<file path="src/pfs_pkg.sv">
/*
 * Constants for the bus-port pin-function selector: register byte offsets,
 * control field positions and reset values.
 * Assumes a 32-bit AHB-Lite slave with word-aligned registers.
 */
package pfs_pkg;

   // ------------------------------------------------------------------
   // Register byte offsets
   // ------------------------------------------------------------------
   localparam logic [7:0] OFS_DIR_E   = 8'h00;
   localparam logic [7:0] OFS_DATA_E  = 8'h04;
   localparam logic [7:0] OFS_PIN_E   = 8'h08;
   localparam logic [7:0] OFS_DIR_F   = 8'h0c;
   localparam logic [7:0] OFS_DATA_F  = 8'h10;
   localparam logic [7:0] OFS_PIN_F   = 8'h14;
   localparam logic [7:0] OFS_CTRL    = 8'h18;
   localparam logic [7:0] OFS_STATUS  = 8'h1c;
   localparam logic [7:0] OFS_MASK    = 8'h20;

   // ------------------------------------------------------------------
   // Control fields
   // ------------------------------------------------------------------
   localparam int CTRL_WAIT_IN_EN    = 0;
   localparam int CTRL_BUS_REQUEST_INPUT_OUT_EN   = 1;
   localparam int CTRL_BUS_REL_EN    = 2;
   localparam int CTRL_WIDTH         = 3;
   localparam logic [2:0] CTRL_RESET = 3'h0;

   // ------------------------------------------------------------------
   // Status fields: four interrupt-pin falls, one bus-request arrival
   // ------------------------------------------------------------------
   localparam int STAT_BUS_REQ       = 4;
   localparam int STAT_WIDTH         = 5;
   localparam logic [4:0] STAT_RESET = 5'h00;

   // ------------------------------------------------------------------
   // Port reset values and pin positions
   // ------------------------------------------------------------------
   localparam logic [7:0] DIR_RESET   = 8'h00;
   localparam logic [7:0] DATA_RESET  = 8'h00;
   localparam int PIN_CLK_OUT         = 7;
   localparam int PIN_WAIT            = 2;
   localparam int PIN_BUS_ACK         = 1;
   localparam int PIN_BUS_REQ         = 0;

endpackage

</file>
<file path="src/pfs_pin_select.sv">
/*
 * Pin-function selector for the low data-byte port (E) and the bus-control
 * port (F), with an AHB-Lite register slave and a level interrupt.
 * Assumes the bus controller, mode and bus-width inputs come from logic on
 * clk; pad inputs are asynchronous and are synchronised here.
 */
`timescale 1ns/1ns

// Notes on behaviour
// Expanded mode: port E is GPIO for 8-bit bus, low data byte for 16-bit.
// Clock-output pin is a plain input while its direction bit is 0.
// Expanded mode: clock-output direction bit resets to 1, clock driven.
// Single-chip mode: clock-output direction bit resets to 0.
// Expanded: four pins carry bus strobes; single-chip: they are GPIO.
// Single-chip: four lowest port F pins are GPIO feeding interrupts 3-0.
// Both wait enables 0 after reset: wait pin is GPIO feeding interrupt 2.
// Wait-input enable alone: wait pin takes bus wait, still feeds int 2.
// Request-output enable alone: wait pin drives bus request, feeds int 2.
// Bus-release enable 0 (reset): two lowest pins GPIO feeding ints 1, 0.
// Bus-release enable 1: request in, acknowledge out, still feed ints.
// Software must not set both wait-pin enables at the same time.
module pfs_pin_select (
   input  wire logic        clk,
   input  wire logic        sys_rst,
   input  wire logic        modeExpanded,
   input  wire logic        busWide16,
   input  wire logic [7:0]  busDataOut,
   input  wire logic        busDataDrive,
   input  wire logic        addressStrobe,
   input  wire logic        readStrobe,
   input  wire logic        highByteWriteStrobe,
   input  wire logic        lowByteWriteStrobe,
   input  wire logic        busRequestOutput,
   input  wire logic        busAck,
   output logic      [7:0]  busDataIn,
   output logic             waitRequest,
   output logic             busRequestInput,
   output logic      [3:0]  extInterruptN,
   input  wire logic [7:0]  portEIn,
   output logic      [7:0]  portEOut,
   output logic      [7:0]  portEOutEnN,
   input  wire logic [7:0]  portFIn,
   output logic      [7:0]  portFOut,
   output logic      [7:0]  portFOutEnN,
   input  wire logic        hsel,
   input  wire logic [31:0] haddr,
   input  wire logic [1:0]  htrans,
   input  wire logic        hwrite,
   input  wire logic [2:0]  hsize,
   input  wire logic [31:0] hwdata,
   input  wire logic        hready,
   output logic             hreadyout,
   output logic             hresp,
   output logic      [31:0] hrdata,
   output logic             irq
);

   // ---------------------------------------------------------------
   // State
   // ---------------------------------------------------------------
   logic [7:0]  pinESync1;
   logic [7:0]  pinE;
   logic [7:0]  pinFSync1;
   logic [7:0]  pinF;
   logic [7:0]  pinFPrev;
   logic        busReqPrev;
   logic        expanded;
   logic [7:0]  dirE;
   logic [7:0]  dataE;
   logic [7:0]  dirF;
   logic [7:0]  dataF;
   logic [2:0]  ctrl;
   logic [4:0]  status;
   logic [4:0]  mask;
   logic [4:0]  eventSet;
   logic [4:0]  next_status;
   logic        rdPend;
   logic        wrPend;
   logic [7:0]  rdAddr;
   logic [7:0]  wrAddr;
   logic        statusRead;
   logic [31:0] next_hrdata;
   logic        waitMode;
   logic        breqMode;
   logic        relMode;
   logic        lowByteBus;
   logic        takeReq;

   // ---------------------------------------------------------------
   // Pad synchronisers
   // ---------------------------------------------------------------
   always_ff @(posedge clk) begin
      if (sys_rst) begin
         pinESync1 <= 8'hff;
         pinE      <= 8'hff;
         pinFSync1 <= 8'hff;
         pinF      <= 8'hff;
         pinFPrev  <= 8'hff;
      end else begin
         pinESync1 <= portEIn;
         pinE      <= pinESync1;
         pinFSync1 <= portFIn;
         pinF      <= pinFSync1;
         pinFPrev  <= pinF;
      end
   end

   // Mode is followed during reset so the reset value tracks the straps
   always_ff @(posedge clk) begin
      if (sys_rst) begin
         expanded <= modeExpanded;
      end
   end

   // ---------------------------------------------------------------
   // Function select
   // ---------------------------------------------------------------
   // Both wait enables set is undefined; it falls back to GPIO
   assign waitMode   = expanded && ctrl[pfs_pkg::CTRL_WAIT_IN_EN]
                       && !ctrl[pfs_pkg::CTRL_BUS_REQUEST_INPUT_OUT_EN];
   assign breqMode   = expanded && !ctrl[pfs_pkg::CTRL_WAIT_IN_EN]
                       && ctrl[pfs_pkg::CTRL_BUS_REQUEST_INPUT_OUT_EN];
   assign relMode    = expanded && ctrl[pfs_pkg::CTRL_BUS_REL_EN];
   assign lowByteBus = expanded && busWide16;

   // Port E: low data byte or GPIO
   always_comb begin
      if (lowByteBus) begin
         portEOut    = busDataOut;
         portEOutEnN = {8{!busDataDrive}};
      end else begin
         portEOut    = dataE;
         portEOutEnN = ~dirE;
      end
   end
   assign busDataIn = pinE;

   // Port F
   always_comb begin
      portFOut    = dataF;
      portFOutEnN = ~dirF;
      // Clock leaves the pad ungated; the pad itself is the only load
      portFOut[pfs_pkg::PIN_CLK_OUT] = clk;
      if (expanded) begin
         portFOut[6:3]    = {!addressStrobe, !readStrobe,
                             !highByteWriteStrobe, !lowByteWriteStrobe};
         portFOutEnN[6:3] = 4'h0;
      end
      if (breqMode) begin
         portFOut[pfs_pkg::PIN_WAIT]    = !busRequestOutput;
         portFOutEnN[pfs_pkg::PIN_WAIT] = 1'b0;
      end else if (waitMode) begin
         portFOutEnN[pfs_pkg::PIN_WAIT] = 1'b1;
      end
      if (relMode) begin
         portFOut[pfs_pkg::PIN_BUS_ACK]    = !busAck;
         portFOutEnN[pfs_pkg::PIN_BUS_ACK] = 1'b0;
         portFOutEnN[pfs_pkg::PIN_BUS_REQ] = 1'b1;
      end
   end

   assign waitRequest     = waitMode && !pinF[pfs_pkg::PIN_WAIT];
   assign busRequestInput = relMode && !pinF[pfs_pkg::PIN_BUS_REQ];

   // Interrupt 3 is held high in expanded mode, where its pin carries the low-byte strobe
   assign extInterruptN[3]   = expanded ? 1'b1 : pinF[3];
   assign extInterruptN[2:0] = pinF[2:0];

   // ---------------------------------------------------------------
   // Register slave
   // ---------------------------------------------------------------
   assign takeReq   = hsel && hready && htrans[1];
   assign hreadyout = !rdPend;
   assign hresp     = 1'b0;

   always_ff @(posedge clk) begin
      if (sys_rst) begin
         rdPend <= 1'b0;
         wrPend <= 1'b0;
         rdAddr <= 8'h00;
         wrAddr <= 8'h00;
      end else begin
         rdPend <= takeReq && !hwrite;
         wrPend <= takeReq && hwrite;
         if (takeReq) begin
            rdAddr <= haddr[7:0];
            wrAddr <= haddr[7:0];
         end
      end
   end

   always_ff @(posedge clk) begin
      if (sys_rst) begin
         dirE  <= pfs_pkg::DIR_RESET;
         dataE <= pfs_pkg::DATA_RESET;
         dirF  <= {modeExpanded, 7'h00};
         dataF <= pfs_pkg::DATA_RESET;
         ctrl  <= pfs_pkg::CTRL_RESET;
         mask  <= pfs_pkg::STAT_RESET;
      end else if (wrPend) begin
         case (wrAddr)
            pfs_pkg::OFS_DIR_E:  dirE  <= hwdata[7:0];
            pfs_pkg::OFS_DATA_E: dataE <= hwdata[7:0];
            pfs_pkg::OFS_DIR_F:  dirF  <= hwdata[7:0];
            pfs_pkg::OFS_DATA_F: dataF <= hwdata[7:0];
            pfs_pkg::OFS_CTRL:   ctrl  <= hwdata[2:0];
            pfs_pkg::OFS_MASK:   mask  <= hwdata[4:0];
            default: ;
         endcase
      end
   end

   always_comb begin
      case (rdAddr)
         pfs_pkg::OFS_DIR_E:  next_hrdata = {24'h0, dirE};
         pfs_pkg::OFS_DATA_E: next_hrdata = {24'h0, dataE};
         pfs_pkg::OFS_PIN_E:  next_hrdata = {24'h0, pinE};
         pfs_pkg::OFS_DIR_F:  next_hrdata = {24'h0, dirF};
         pfs_pkg::OFS_DATA_F: next_hrdata = {24'h0, dataF};
         pfs_pkg::OFS_PIN_F:  next_hrdata = {24'h0, pinF};
         pfs_pkg::OFS_CTRL:   next_hrdata = {29'h0, ctrl};
         pfs_pkg::OFS_STATUS: next_hrdata = {27'h0, status};
         pfs_pkg::OFS_MASK:   next_hrdata = {27'h0, mask};
         default:             next_hrdata = 32'h0;
      endcase
   end

   always_ff @(posedge clk) begin
      if (sys_rst) begin
         hrdata <= 32'h0;
      end else if (rdPend) begin
         hrdata <= next_hrdata;
      end
   end

   // ---------------------------------------------------------------
   // Interrupt events
   // ---------------------------------------------------------------
   assign statusRead = rdPend && (rdAddr == pfs_pkg::OFS_STATUS);

   always_comb begin
      eventSet[3]   = !expanded && pinFPrev[3] && !pinF[3];
      eventSet[2:0] = pinFPrev[2:0] & ~pinF[2:0];
      eventSet[pfs_pkg::STAT_BUS_REQ] = busRequestInput && !busReqPrev;
      // A fall landing on the read edge survives the clear
      next_status = (statusRead ? 5'h00 : status) | eventSet;
   end

   always_ff @(posedge clk) begin
      if (sys_rst) begin
         status     <= pfs_pkg::STAT_RESET;
         busReqPrev <= 1'b0;
      end else begin
         status     <= next_status;
         busReqPrev <= busRequestInput;
      end
   end

   assign irq = |(status & mask);

   // ---------------------------------------------------------------
   // Checks
   // ---------------------------------------------------------------
   a_clk_pin_input: assert property (@(posedge clk)
      !dirF[pfs_pkg::PIN_CLK_OUT] |-> portFOutEnN[pfs_pkg::PIN_CLK_OUT])
      else $error("clock pin driven while direction is input");

   a_clk_reset_exp: assert property (@(posedge clk)
      sys_rst && modeExpanded |=> dirF[pfs_pkg::PIN_CLK_OUT]
                                  && !portFOutEnN[pfs_pkg::PIN_CLK_OUT])
      else $error("clock output not enabled after expanded reset");

   a_clk_reset_sc: assert property (@(posedge clk)
      sys_rst && !modeExpanded |=> portFOutEnN[pfs_pkg::PIN_CLK_OUT])
      else $error("clock pin not input after single-chip reset");

   a_low_byte_bus: assert property (@(posedge clk) disable iff (sys_rst)
      expanded && busWide16 |->
         portEOutEnN == {8{!busDataDrive}} && portEOut == busDataOut)
      else $error("low byte port not following the bus");

   a_strobe_pins: assert property (@(posedge clk) disable iff (sys_rst)
      expanded |-> portFOutEnN[6:3] == 4'h0
                   && portFOut[6] == !addressStrobe)
      else $error("strobe pins not driven in expanded mode");

   a_sc_int_fall: assert property (@(posedge clk) disable iff (sys_rst)
      !expanded && $fell(pinF[3]) |=> status[3])
      else $error("interrupt 3 fall lost in single-chip mode");

   a_wait_default: assert property (@(posedge clk) disable iff (sys_rst)
      ctrl == 3'h0 |-> !waitRequest && !busRequestInput
         && portFOutEnN[2:0] == ~dirF[2:0])
      else $error("wait and release pins not GPIO by default");

   a_wait_input: assert property (@(posedge clk) disable iff (sys_rst)
      waitMode && !pinF[2] |-> waitRequest && portFOutEnN[2])
      else $error("wait input not taken");

   a_bus_request_input_out: assert property (@(posedge clk) disable iff (sys_rst)
      breqMode |-> !portFOutEnN[2]
                   && portFOut[2] == !busRequestOutput)
      else $error("bus request output not driven");

   a_release_pins: assert property (@(posedge clk) disable iff (sys_rst)
      relMode && $fell(pinF[0]) |-> busRequestInput ##1
         status[pfs_pkg::STAT_BUS_REQ] && portFOutEnN[1:0] == 2'b01)
      else $error("bus release pins misbehave");

   a_gpio_release: assert property (@(posedge clk) disable iff (sys_rst)
      !relMode |-> !busRequestInput
                   && portFOutEnN[1:0] == ~dirF[1:0])
      else $error("release pins not GPIO with release off");

   a_int3_gated: assert property (@(posedge clk)
      disable iff (sys_rst) expanded |-> extInterruptN[3] && !eventSet[3])
      else $error("interrupt 3 not gated in expanded mode");

   a_port_e_gpio: assert property (@(posedge clk)
      disable iff (sys_rst) !lowByteBus |->
         portEOutEnN == ~dirE && portEOut == dataE)
      else $error("port E not GPIO on 8-bit bus");

   a_strobe_revert: assert property (@(posedge clk)
      disable iff (sys_rst) !expanded |->
         portFOutEnN[6:3] == ~dirF[6:3] && portFOut[6:3] == dataF[6:3])
      else $error("strobe pins not GPIO in single-chip mode");

   a_wait_released: assert property (@(posedge clk)
      disable iff (sys_rst) waitMode |-> portFOutEnN[pfs_pkg::PIN_WAIT])
      else $error("wait pin driven while taking bus wait");

   a_ack_follows: assert property (@(posedge clk)
      disable iff (sys_rst) relMode |->
         portFOut[pfs_pkg::PIN_BUS_ACK] == !busAck)
      else $error("acknowledge pin not following the grant");

   a_status_clear: assert property (@(posedge clk)
      disable iff (sys_rst) statusRead && eventSet == 5'h00 |=>
         status == 5'h00)
      else $error("status not cleared by its read");

   c_bus_request_input_driven: cover property (@(posedge clk) breqMode && busRequestOutput);
   c_wait_taken: cover property (@(posedge clk) waitRequest);
   c_bus_release: cover property (@(posedge clk) busRequestInput && busAck);
   c_irq_raised: cover property (@(posedge clk) $rose(irq));
   c_status_clear: cover property (@(posedge clk)
      statusRead && |status ##1 status == 5'h00);

endmodule // pfs_pin_select

</file>
<file path="config.mk">
export PLATFORM = sky130hd
export DESIGN_NAME = pfs_pin_select
export DESIGN_NICKNAME = d
export VERILOG_FILES = /design/src/pfs_pkg.sv /design/src/pfs_pin_select.sv
export SDC_FILE = /design/constraint.sdc
export NUM_CORES = 1
export LEC_CHECK = 0
export BUFFER_PORTS_ARGS = -buffer_cell sky130_fd_sc_hd__buf_2
export CAP_MARGIN = 20
export CORE_MARGIN = 1
export CORE_UTILIZATION = 25
export DETAILED_ROUTE_END_ITERATION = 10
export PLACE_DENSITY = 0.48
export SYNTH_ARGS = -nofsm -noshare
export SYNTH_HDL_FRONTEND = slang
export SYNTH_SLANG_ARGS = --single-unit
</file>
<file path="constraint.sdc">
create_clock -name clk -period 2.15 [get_ports clk]
set_clock_uncertainty 0.15 [all_clocks]
set_input_delay 0.215 -clock clk [delete_from_list [all_inputs] [get_ports clk]]
set_output_delay 0.215 -clock clk [all_outputs]
set_load 0.02 [all_outputs]
</file>
==> results of run 1 <==
[worst max-delay path: stages, from the launching register on]
cell      delay (ns)
edfxtp_1        0.39
nand2_1         0.18
buf_6           0.21
mux2_2          0.35
buf_2           0.16
[layout make-up]
| class | count | area (um^2) |
|---|---|---|
| inverters | 4 | 15.01 |
| multi-input cells | 363 | 2157 |
| well taps | 225 | 281.5 |
| repair buffers | 172 | 1122 |
| clock buffers | 14 | 309.0 |
| fillers | 1843 | 11360 |
| flip-flops and latches | 101 | 2043 |
| clock inverters | 6 | 71.32 |
[repair_timing]
| item | CTS | global route |
|---|---|---|
| pin swaps | 0 | 0 |
| endpoints found under the hold margin | 68 | 0 |
| gates resized for setup | 4 | 0 |
| endpoints found under the setup margin | 14 | 6 |
| hold buffers | 35 | 0 |
[logic make-up (layout without fill, tap and decap cells)]
kind of cell           count (synthesis)  after routing
DFF                                  101            101
AOI/OAI and AO/OA                     84             84
muxes                                 54             54
buffers and inverters                 62            196
other                                  1             25
and+or+nand+nor                      200            200
[state kept, by name, indices dropped and copies added, names as in the netlist]
register	flops
busDataIn	8
busReqPrev	1
ctrl	3
dataE	8
dataF	8
dirE	8
dirF	8
expanded	1
hrdata	8
mask	5
pinESync1	8
pinF	8
pinFPrev	4
pinFSync1	8
rdPend	1
status	5
wrAddr	8
wrPend	1
[Yosys cell counts, drive strengths merged (2+ instances only)]
cell type / count
nor3: 7
dfxtp: 99
a22oi: 6
nand4: 4
a21oi: 47
o22ai: 5
a22o: 4
mux2i: 39
nand3: 13
and2: 2
nor2: 55
edfxtp: 2
and3: 4
buf: 39
mux2: 14
a31oi: 4
inv: 4
nor2b: 5
o21ai: 12
nand2: 61
or3: 3
nor3b: 4
or2: 37
clkbuf: 19
[power by group]
group	total (mW)	internal [mW]	switching (mW)
Combinational	0.482	0.198	0.285
Clock	1.96	1.16	0.794
Sequential	1.95	1.92	0.0297
[placed cells by master, fill, tap and decap left out, types with 2 or more instances in the layout]
master / count
mux2i_1: 39
and3_1: 3
nand4_2: 2
buf_2: 110
nor3b_1: 4
nand2_1: 61
a22o_1: 4
nor3_1: 5
nor2_1: 53
dlygate4sd3_1: 35
conb_1: 25
o21ai_0: 11
a31oi_1: 4
o22ai_1: 5
nor2b_1: 5
dfxtp_1: 98
edfxtp_1: 2
nand4_1: 2
a21oi_1: 47
or3_1: 3
nor2_2: 2
inv_1: 4
or2_2: 37
nand3_1: 13
buf_4: 26
mux2_2: 14
clkbuf_16: 12
a22oi_1: 6
[routing by layer]
metal,part of all wire,vias up,track usage,routed length [um]
li1,-,1965,-,-
met1,0.49,1875,0.2135,6747
met2,0.44,134,0.2355,6035
met3,0.062,14,0.04415,858
met4,0.015,0,0.04744,206
met5,0,-,0,0
[worst max path at each step]
| stage | from | end |
|---|---|---|
| CTS | expanded | portEOut[5] |
| finish | expanded | portEOut[5] |
| global placement | wrAddr[4] | hrdata[1] |
| detailed placement | wrAddr[4] | hrdata[1] |
| global route | expanded | portFOut[1] |
| floorplan | wrAddr[3] | dataF[0] |
==> out/results.txt, run 1 <==
Status -> complete, no violations
Reg clk slew, reported paths -> 0.07 ns
Initial antenna violation count -> 0
CP required -> 1.78 ns
Vias per cell -> 4.506
Pin count of the biggest net entering global routing -> 34
Initial core utilization -> 0.2572
Vias in the first global route -> 3911
Antenna diodes -> 0
Yosys Warn Count -> 0
Async SR Flop Fraction -> 0
Die area -> 18400 um^2
Non-Filler Instances -> 885
CP Max Fanout -> 9
Row count -> 48
Peak supply drop -> 0.4535 mV
Total design power -> 4.391 mW
Sequential element share of the synthesized area -> 0.4574
Critical Path Sink Type -> primary output
Largest family of logic cells by synthesized area -> simple AND/OR/NAND/NOR gates
Total GRT Usage -> 0.1562
Post-synthesis mux area share -> 0.1278
RSZ-0062 raised after global routing -> true
Cells after synthesis -> 502
Hold Vio Cnt, Final -> 0
Worst Tran Pin Value -> 0.5173 ns
Mapped Area -> 4464 um^2
Routability cong. -> 0.8325
R2R depth -> 7
Period utilisation layout -> 0.9767
Routed len/inst -> 15.65 um
CTS tree -> yes
Relative max-transition margin -> 0.6539
NumNets Final -> 762
Port-buffer cells -> 110
Post-synth EDFFs -> 2
Top cells by area, synth -> dfxtp_1 (44%), mux2i_1 (8.7%), a21oi_1 (5.3%), or2_2 (5.2%), nand2_1 (5.1%)
Minimum clock period -> 2.100 ns
Synth Flop Type -> dfxtp_1
Die height -> 135.6 um
Final WS setup -> 0.05005 ns
DR pass1 iterations -> 4
Worst EP arrival -> 1.73 ns
Leakage -> 2.608 nW
Worst skew pair latency -> 0.46 ns
Inst Count DP -> 831
Min-Delay Endpoint -> rdPend
Vias -> 3988
Die Wd -> 135.6 um
Global-route wire length before repair -> 21430 um
Place WS -> 0.01024 ns
Final HPWL DP -> 10400 um
MaxCap Viol Count -> 0
Setup TNS -> 0 ns
Cell area after layout -> 6000 um^2
Core Footprint -> 17360 um^2
Worst Hold Depth -> 3
Setup violators final -> 0
Compound-gate portion of the synthesized area -> 0.1124
Power Density -> 731.9 nW/um^2
Wirelength, routed -> 13850 um
Yosys top cell area share -> 0.4439
Final Max Tran Viols -> 0
Min Hold Slack -> 0.07990 ns
Synth Area in XOR/XNOR -> 0
DR DRC count -> 0
Setup slack, reg-to-reg -> 0.15 ns
R2R Path Start -> wrAddr[4]
Post-CTS setup buffers -> 0
Min-delay src -> hready
Post-synth cell types -> 47
Kind of critical path -> reg -> out
Syn_area_per_cell -> 8.893 um^2
DP Area -> 5264 um^2
Final Core Density -> 0.3457
Top Ports -> 188
Post-Synth Adder-Cell Area -> 0
Reg-to-reg endpoint -> hrdata[1]
Worst setup SP type -> flop
Flops & latches, synth -> 101
Antenna-violating nets left -> 0
Fmax -> 0.4762 GHz
Post-synthesis simple-gate area fraction -> 0.2209
Hold Path Class -> in -> reg
Remaining Overflow, GRT -> 0
Largest area contributor in the netlist -> dfxtp_1
Layout cells sized above 1 -> 0.3303
DRT iter0 DRCs -> 151
Area grow syn2layout -> 34.39%
Note: power is estimated with default switching activity, not from simulation.
==> run 2: changes to the inputs <==
MAX_ROUTING_LAYER = met4   (was unset)
==> run 2 against run 1 <==
- worst hold slack improved by 0.028 ns
- largest power group unchanged
- sequential cell count did not move
- total power increased by 3.7%
- critical path depth is the same
- critical path type unchanged
- register-to-register slack better by 0.02 ns
- sequential power hardly changed
- setup slack better by 0.0062 ns
==> out/results.txt, run 2 (same netlist as run 1, synthesis figures left out) <==
Buf+Inv Stages, Crit Path -> 2 (unchanged)
Setup violators final -> 0 (unchanged)
Global-route wire length before repair -> 21180 um (was 21430 um)
Non-Filler Instances -> 887 (was 885)
RSZ-0062 raised after global routing -> true (unchanged)
Critical Path Sink Type -> primary output (unchanged)
Area of the multi-input gates -> 2167 um^2 (was 2157 um^2)
Kind of critical path -> reg -> out (unchanged)
Die area -> 18400 um^2 (unchanged)
Final HPWL DP -> 10490 um (was 10400 um)
Area grow syn2layout -> 35.76% (was 34.39%)
Most common library cell in the layout ignoring fill and taps -> buf_2 (unchanged)
Place WS -> 0.1466 ns (was 0.01024 ns)
Reg clk slew, reported paths -> 0.07 ns (about the same)
DRT iter0 DRCs -> 138 (was 151)
Antenna diodes -> 0 (unchanged)
Reg-to-reg endpoint -> dirF[3] (was hrdata[1])
Leakage -> 2.640 nW (was 2.608 nW)
Power Density -> 751.2 nW/um^2 (was 731.9 nW/um^2)
Final Core Density -> 0.3492 (was 0.3457)
Inst Count DP -> 833 (was 831)
Fmax -> 0.4776 GHz (was 0.4762 GHz)
Worst skew pair latency -> 0.47 ns (was 0.46 ns)
Layout cells sized above 1 -> 0.3338 (was 0.3303)
Antenna-violating nets left -> 0 (unchanged)
Most frequent cells in the layout -> buf_2 (110), dfxtp_1 (99), nand2_1 (60) (was buf_2 (110), dfxtp_1 (98), nand2_1 (61))
NumNets Final -> 764 (was 762)
Wirelength, routed -> 13870 um (was 13850 um)
Routability cong. -> 0.8258 (was 0.8325)
Total design power -> 4.553 mW (was 4.391 mW)
Row count -> 48 (unchanged)
Vias per cell -> 4.418 (was 4.506)
Crit-path leading delay family -> flip-flops (unchanged)
Worst EP arrival -> 1.73 ns (about the same)
R2R Path Start -> wrAddr[4] (unchanged)
Post-CTS setup buffers -> 0 (unchanged)
CP Cell Sequence -> nand2_2 -> buf_8 -> mux2_2 -> buf_2 (was nand2_1 -> buf_6 -> mux2_2 -> buf_2)
DR pass1 iterations -> 4 (unchanged)
Pin count of the biggest net entering global routing -> 34 (unchanged)
CP required -> 1.78 ns (about the same)
Filler cells -> 1840 (was 1843)
Cell area after layout -> 6061 um^2 (was 6000 um^2)
Vias -> 3919 (was 3988)
Top Ports -> 188 (unchanged)
Final Max Tran Viols -> 0 (unchanged)
Initial antenna violation count -> 0 (unchanged)
DR DRC count -> 0 (unchanged)
Initial core utilization -> 0.2572 (unchanged)
Total GRT Usage -> 0.1610 (was 0.1562)
Peak supply drop -> 0.7671 mV (was 0.4535 mV)
MaxCap Viol Count -> 0 (unchanged)
Period utilisation layout -> 0.9738 (was 0.9767)
CTS tree -> yes (unchanged)
CP Capture Point -> portEOut[5] (unchanged)
Critical Path Max Stage Delay -> 0.44 ns (was 0.39 ns)
Vias in the first global route -> 3781 (was 3911)
Minimum clock period -> 2.094 ns (was 2.100 ns)
Hold Path Class -> in -> reg (unchanged)
DP Area -> 5279 um^2 (was 5264 um^2)
Worst Tran Pin Value -> 0.5229 ns (was 0.5173 ns)
FF/Latch Area -> 2042 um^2 (was 2043 um^2)
CP Depth -> 4 (unchanged)
Routed len/inst -> 15.64 um (was 15.65 um)
Hold Vio Cnt, Final -> 0 (unchanged)
CP Max Fanout -> 9 (unchanged)
Crit path from -> expanded (unchanged)
Worst setup SP type -> flop (unchanged)
Remaining Overflow, GRT -> 0 (unchanged)
Core Footprint -> 17360 um^2 (unchanged)
Final WS setup -> 0.05625 ns (was 0.05005 ns)
Status -> complete, no violations (unchanged)
Die height -> 135.6 um (unchanged)
R2R depth -> 6 (was 7)
Port-buffer cells -> 110 (unchanged)
Setup slack, reg-to-reg -> 0.17 ns (was 0.15 ns)
CP max-delay cell -> edfxtp_1 (unchanged)
Relative max-transition margin -> 0.6501 (was 0.6539)
Die Wd -> 135.6 um (unchanged)
run 2: layout make-up:
type,count,share of cell area
clock buffer,16,0.05388
clock inverter,4,0.01321
inverter,4,0.002477
multi-input combinational,363,0.3576
sequential,101,0.3369
tap,225,0.04645
timing repair buffer,174,0.1895
run 2: power breakdown:
part | switching, mW | internal [mW] | total, mW
Combinational | 0.288 | 0.203 | 0.491
Clock | 0.799 | 1.31 | 2.11
Sequential | 0.0298 | 1.92 | 1.95
run 2: worst register-to-register path, cell delays in order (launching register included):
cell and delay (ns):
dfxtp_1 0.41, nor4_1 0.40, and2_0 0.28, nand4_2 0.19, buf_4 0.22, mux2i_1 0.16
nor2_1 0.05
run 2: what timing repair did:
action,CTS,global route
setup endpoints to repair,13,12
hold buffers,35,0
hold endpoints to repair,68,0
resized for setup,3,6
cloned,0,0
run 2: per-stage QoR:
step	hold WS, ns	TNS [ns]
after detailed placement	0.1993	0
after global placement	0.1993	0
after floorplan	0.1443	0
final	0.1080	0
after global routing	0.1166	-0.01572
after CTS	0.08127	0
run 2: worst min-delay path by stage:
stage          startpoint     endpoint  cells after the start  slack, ns
2_1_floorplan      hwrite       rdPend                      1       0.14
3_3_place_gp          clk  portFOut[7]                      1       0.20
3_5_place_dp          clk  portFOut[7]                      1       0.20
4_1_cts            hready       rdPend                      3       0.08
5_1_grt            hready       rdPend                      3       0.12
6_report           hready       rdPend                      3       0.11
run 2: routing by layer:
metal	vias up	global-route usage	part of all wire
li1	1970	-	-
met1	1817	0.2139	0.50
met2	123	0.2392	0.45
met3	9	0.04302	0.049
met4	0	0.04182	0.0093
met5	-	-	0
==> run 3: changes to the inputs <==
CORE_ASPECT_RATIO = 1.4   (was unset)
==> run 3 against run 2 <==
- sequential cell count stayed put
- fmax is 0.11% higher
- non-clock buffer count is 2 lower
- sequential power hardly changed
- total power is 1.1% lower
- die area hardly changed
- setup slack better by 0.0022 ns
- critical path depth stayed put
- clock power is 2% lower
- sequential share of layout area is 0.083 points lower
- routed wire length is 4.6% lower
- worst hold slack better by 0.045 ns
- critical endpoint is now portEOut[3]
- largest cell class unchanged
==> out/results.txt, run 3 (same netlist as run 1, synthesis figures left out) <==
Status -> complete, no violations (unchanged)
Initial antenna violation count -> 0 (unchanged)
CP Max Fanout -> 8 (was 9)
Most frequent cells in the layout -> buf_2 (110), dfxtp_1 (99), nand2_1 (61) (was buf_2 (110), dfxtp_1 (99), nand2_1 (60))
DR DRC count -> 0 (unchanged)
Wirelength, routed -> 13230 um (was 13870 um)
Worst skew pair latency -> 0.46 ns (was 0.47 ns)
Vias in the first global route -> 3925 (was 3781)
NumNets Final -> 762 (was 764)
CTS tree -> yes (unchanged)
Worst setup SP type -> flop (unchanged)
Setup TNS -> 0 ns (unchanged)
RSZ-0062 raised after global routing -> true (unchanged)
Minimum clock period -> 2.092 ns (was 2.094 ns)
Worst EP arrival -> 1.73 ns (about the same)
R2R Path Start -> wrAddr[0] (was wrAddr[4])
Antenna diodes -> 0 (unchanged)
Kind of critical path -> reg -> out (unchanged)
FF/Latch Area -> 2042 um^2 (unchanged)
Fmax -> 0.4781 GHz (was 0.4776 GHz)
Remaining Overflow, GRT -> 0 (unchanged)
Global-route wire length before repair -> 20840 um (was 21180 um)
Final WS setup -> 0.05847 ns (was 0.05625 ns)
CP required -> 1.78 ns (about the same)
Hold Vio Cnt, Final -> 0 (unchanged)
Core Footprint -> 17400 um^2 (was 17360 um^2)
Leakage -> 2.643 nW (was 2.640 nW)
Vias per cell -> 4.404 (was 4.418)
Power Density -> 741.0 nW/um^2 (was 751.2 nW/um^2)
Setup violators final -> 0 (unchanged)
R2R depth -> 6 (unchanged)
Vias -> 3946 (was 3919)
Initial core utilization -> 0.2565 (was 0.2572)
Antenna-violating nets left -> 0 (unchanged)
Place WS -> 0.1387 ns (was 0.1466 ns)
Final HPWL DP -> 9998 um (was 10490 um)
Peak supply drop -> 0.4110 mV (was 0.7671 mV)
Final Core Density -> 0.3492 (about the same)
Die height -> 160.1 um (was 135.6 um)
Post-CTS setup buffers -> 0 (unchanged)
Routed len/inst -> 14.77 um (was 15.64 um)
Area of the multi-input gates -> 2166 um^2 (was 2167 um^2)
Most common library cell in the layout ignoring fill and taps -> buf_2 (unchanged)
Non-Filler Instances -> 896 (was 887)
Min-Delay Endpoint -> dataF[7] (was rdPend)
Setup slack, reg-to-reg -> 0.13 ns (was 0.17 ns)
Final Max Tran Viols -> 0 (unchanged)
Critical Path Sink Type -> primary output (unchanged)
Reg clk slew, reported paths -> 0.07 ns (about the same)
DRT iter0 DRCs -> 134 (was 138)
Port-buffer cells -> 110 (unchanged)
Pin count of the biggest net entering global routing -> 56 (was 34)
Reg-to-reg endpoint -> dataF[4] (was dirF[3])
Routability cong. -> 0.8149 (was 0.8258)
Area grow syn2layout -> 36.10% (was 35.76%)
Min-delay src -> sys_rst (was hready)
Die Wd -> 114.9 um (was 135.6 um)
DR pass1 iterations -> 4 (unchanged)
Period utilisation layout -> 0.9728 (was 0.9738)
Filler cells -> 1843 (was 1840)
Layout cells sized above 1 -> 0.3197 (was 0.3338)
Min Hold Slack -> 0.1529 ns (was 0.1080 ns)
Die area -> 18400 um^2 (about the same)
Inst Count DP -> 834 (was 833)
Top Ports -> 188 (unchanged)
Hold Path Class -> in -> reg (unchanged)
Worst Hold Depth -> 3 (unchanged)
MaxCap Viol Count -> 0 (unchanged)
Row count -> 57 (was 48)
Total GRT Usage -> 0.1550 (was 0.1610)
-- run 3: cell types whose count changed in the layout (fill, tap and decap cells not counted), sizes merged --
cell	previous run	this run
buf	140	130
clkbuf	15	12
inv	5	7
dlygate4sd3	35	43
clkinv	1	2
-- run 3: what timing repair did --
item,in CTS,in global routing
gates resized for setup,3,4
endpoints found under the hold margin,65,0
hold buffers,43,0
setup endpoints to repair,6,6
pin swaps,0,0
-- run 3: worst max path at each step --
stage / startpoint / endpoint / slack (ns)
4_1_cts: expanded / portEOut[3] / 0.02
5_1_grt: expanded / portEOut[3] / -0.002
2_1_floorplan: wrAddr[3] / dataF[0] / 0.24
3_3_place_gp: wrAddr[0] / dirE[3] / 0.16
3_5_place_dp: wrAddr[0] / dirE[2] / 0.14
6_report: expanded / portEOut[3] / 0.06
-- run 3: report_power, final --
part           switching [mW]  internal (mW)
clock network           0.789           1.27
registers              0.0299           1.92
logic                   0.284          0.204
total                    1.10           3.40
-- run 3: area by class of cell --
class | instances | area share
Multi-Input combinational cell | 363 | 0.3565
Sequential cell | 101 | 0.3361
Timing Repair Buffer | 172 | 0.1907
Clock buffer | 13 | 0.05025
Tap cell | 236 | 0.04860
Clock inverter | 7 | 0.01544
Inverter | 4 | 0.002471
-- run 3: worst max-delay path: stages (launching register included) --
cell	delay (ns)
edfxtp_1	0.40
nand2_1	0.15
buf_6	0.18
mux2_2	0.37
buf_2	0.17
-- run 3: metal layers --
layer  wire length [um]  global-route usage  part of all wire  up-vias
met5                  0                   -                 0        -
met4                320             0.07261             0.024        0
met3                563             0.03605             0.043       23
met2               6814              0.2599              0.51      109
met1               5533              0.1714              0.42     1849
li1                   -                   -                 -     1965
-- run 3: through the flow --
step	total power [mW]	cell area, um^2
final	4.502	6076
after global routing	4.700	6076
after CTS	4.566	6063
after detailed placement	2.468	5230
after global placement	2.467	5230
after floorplan	2.336	4554
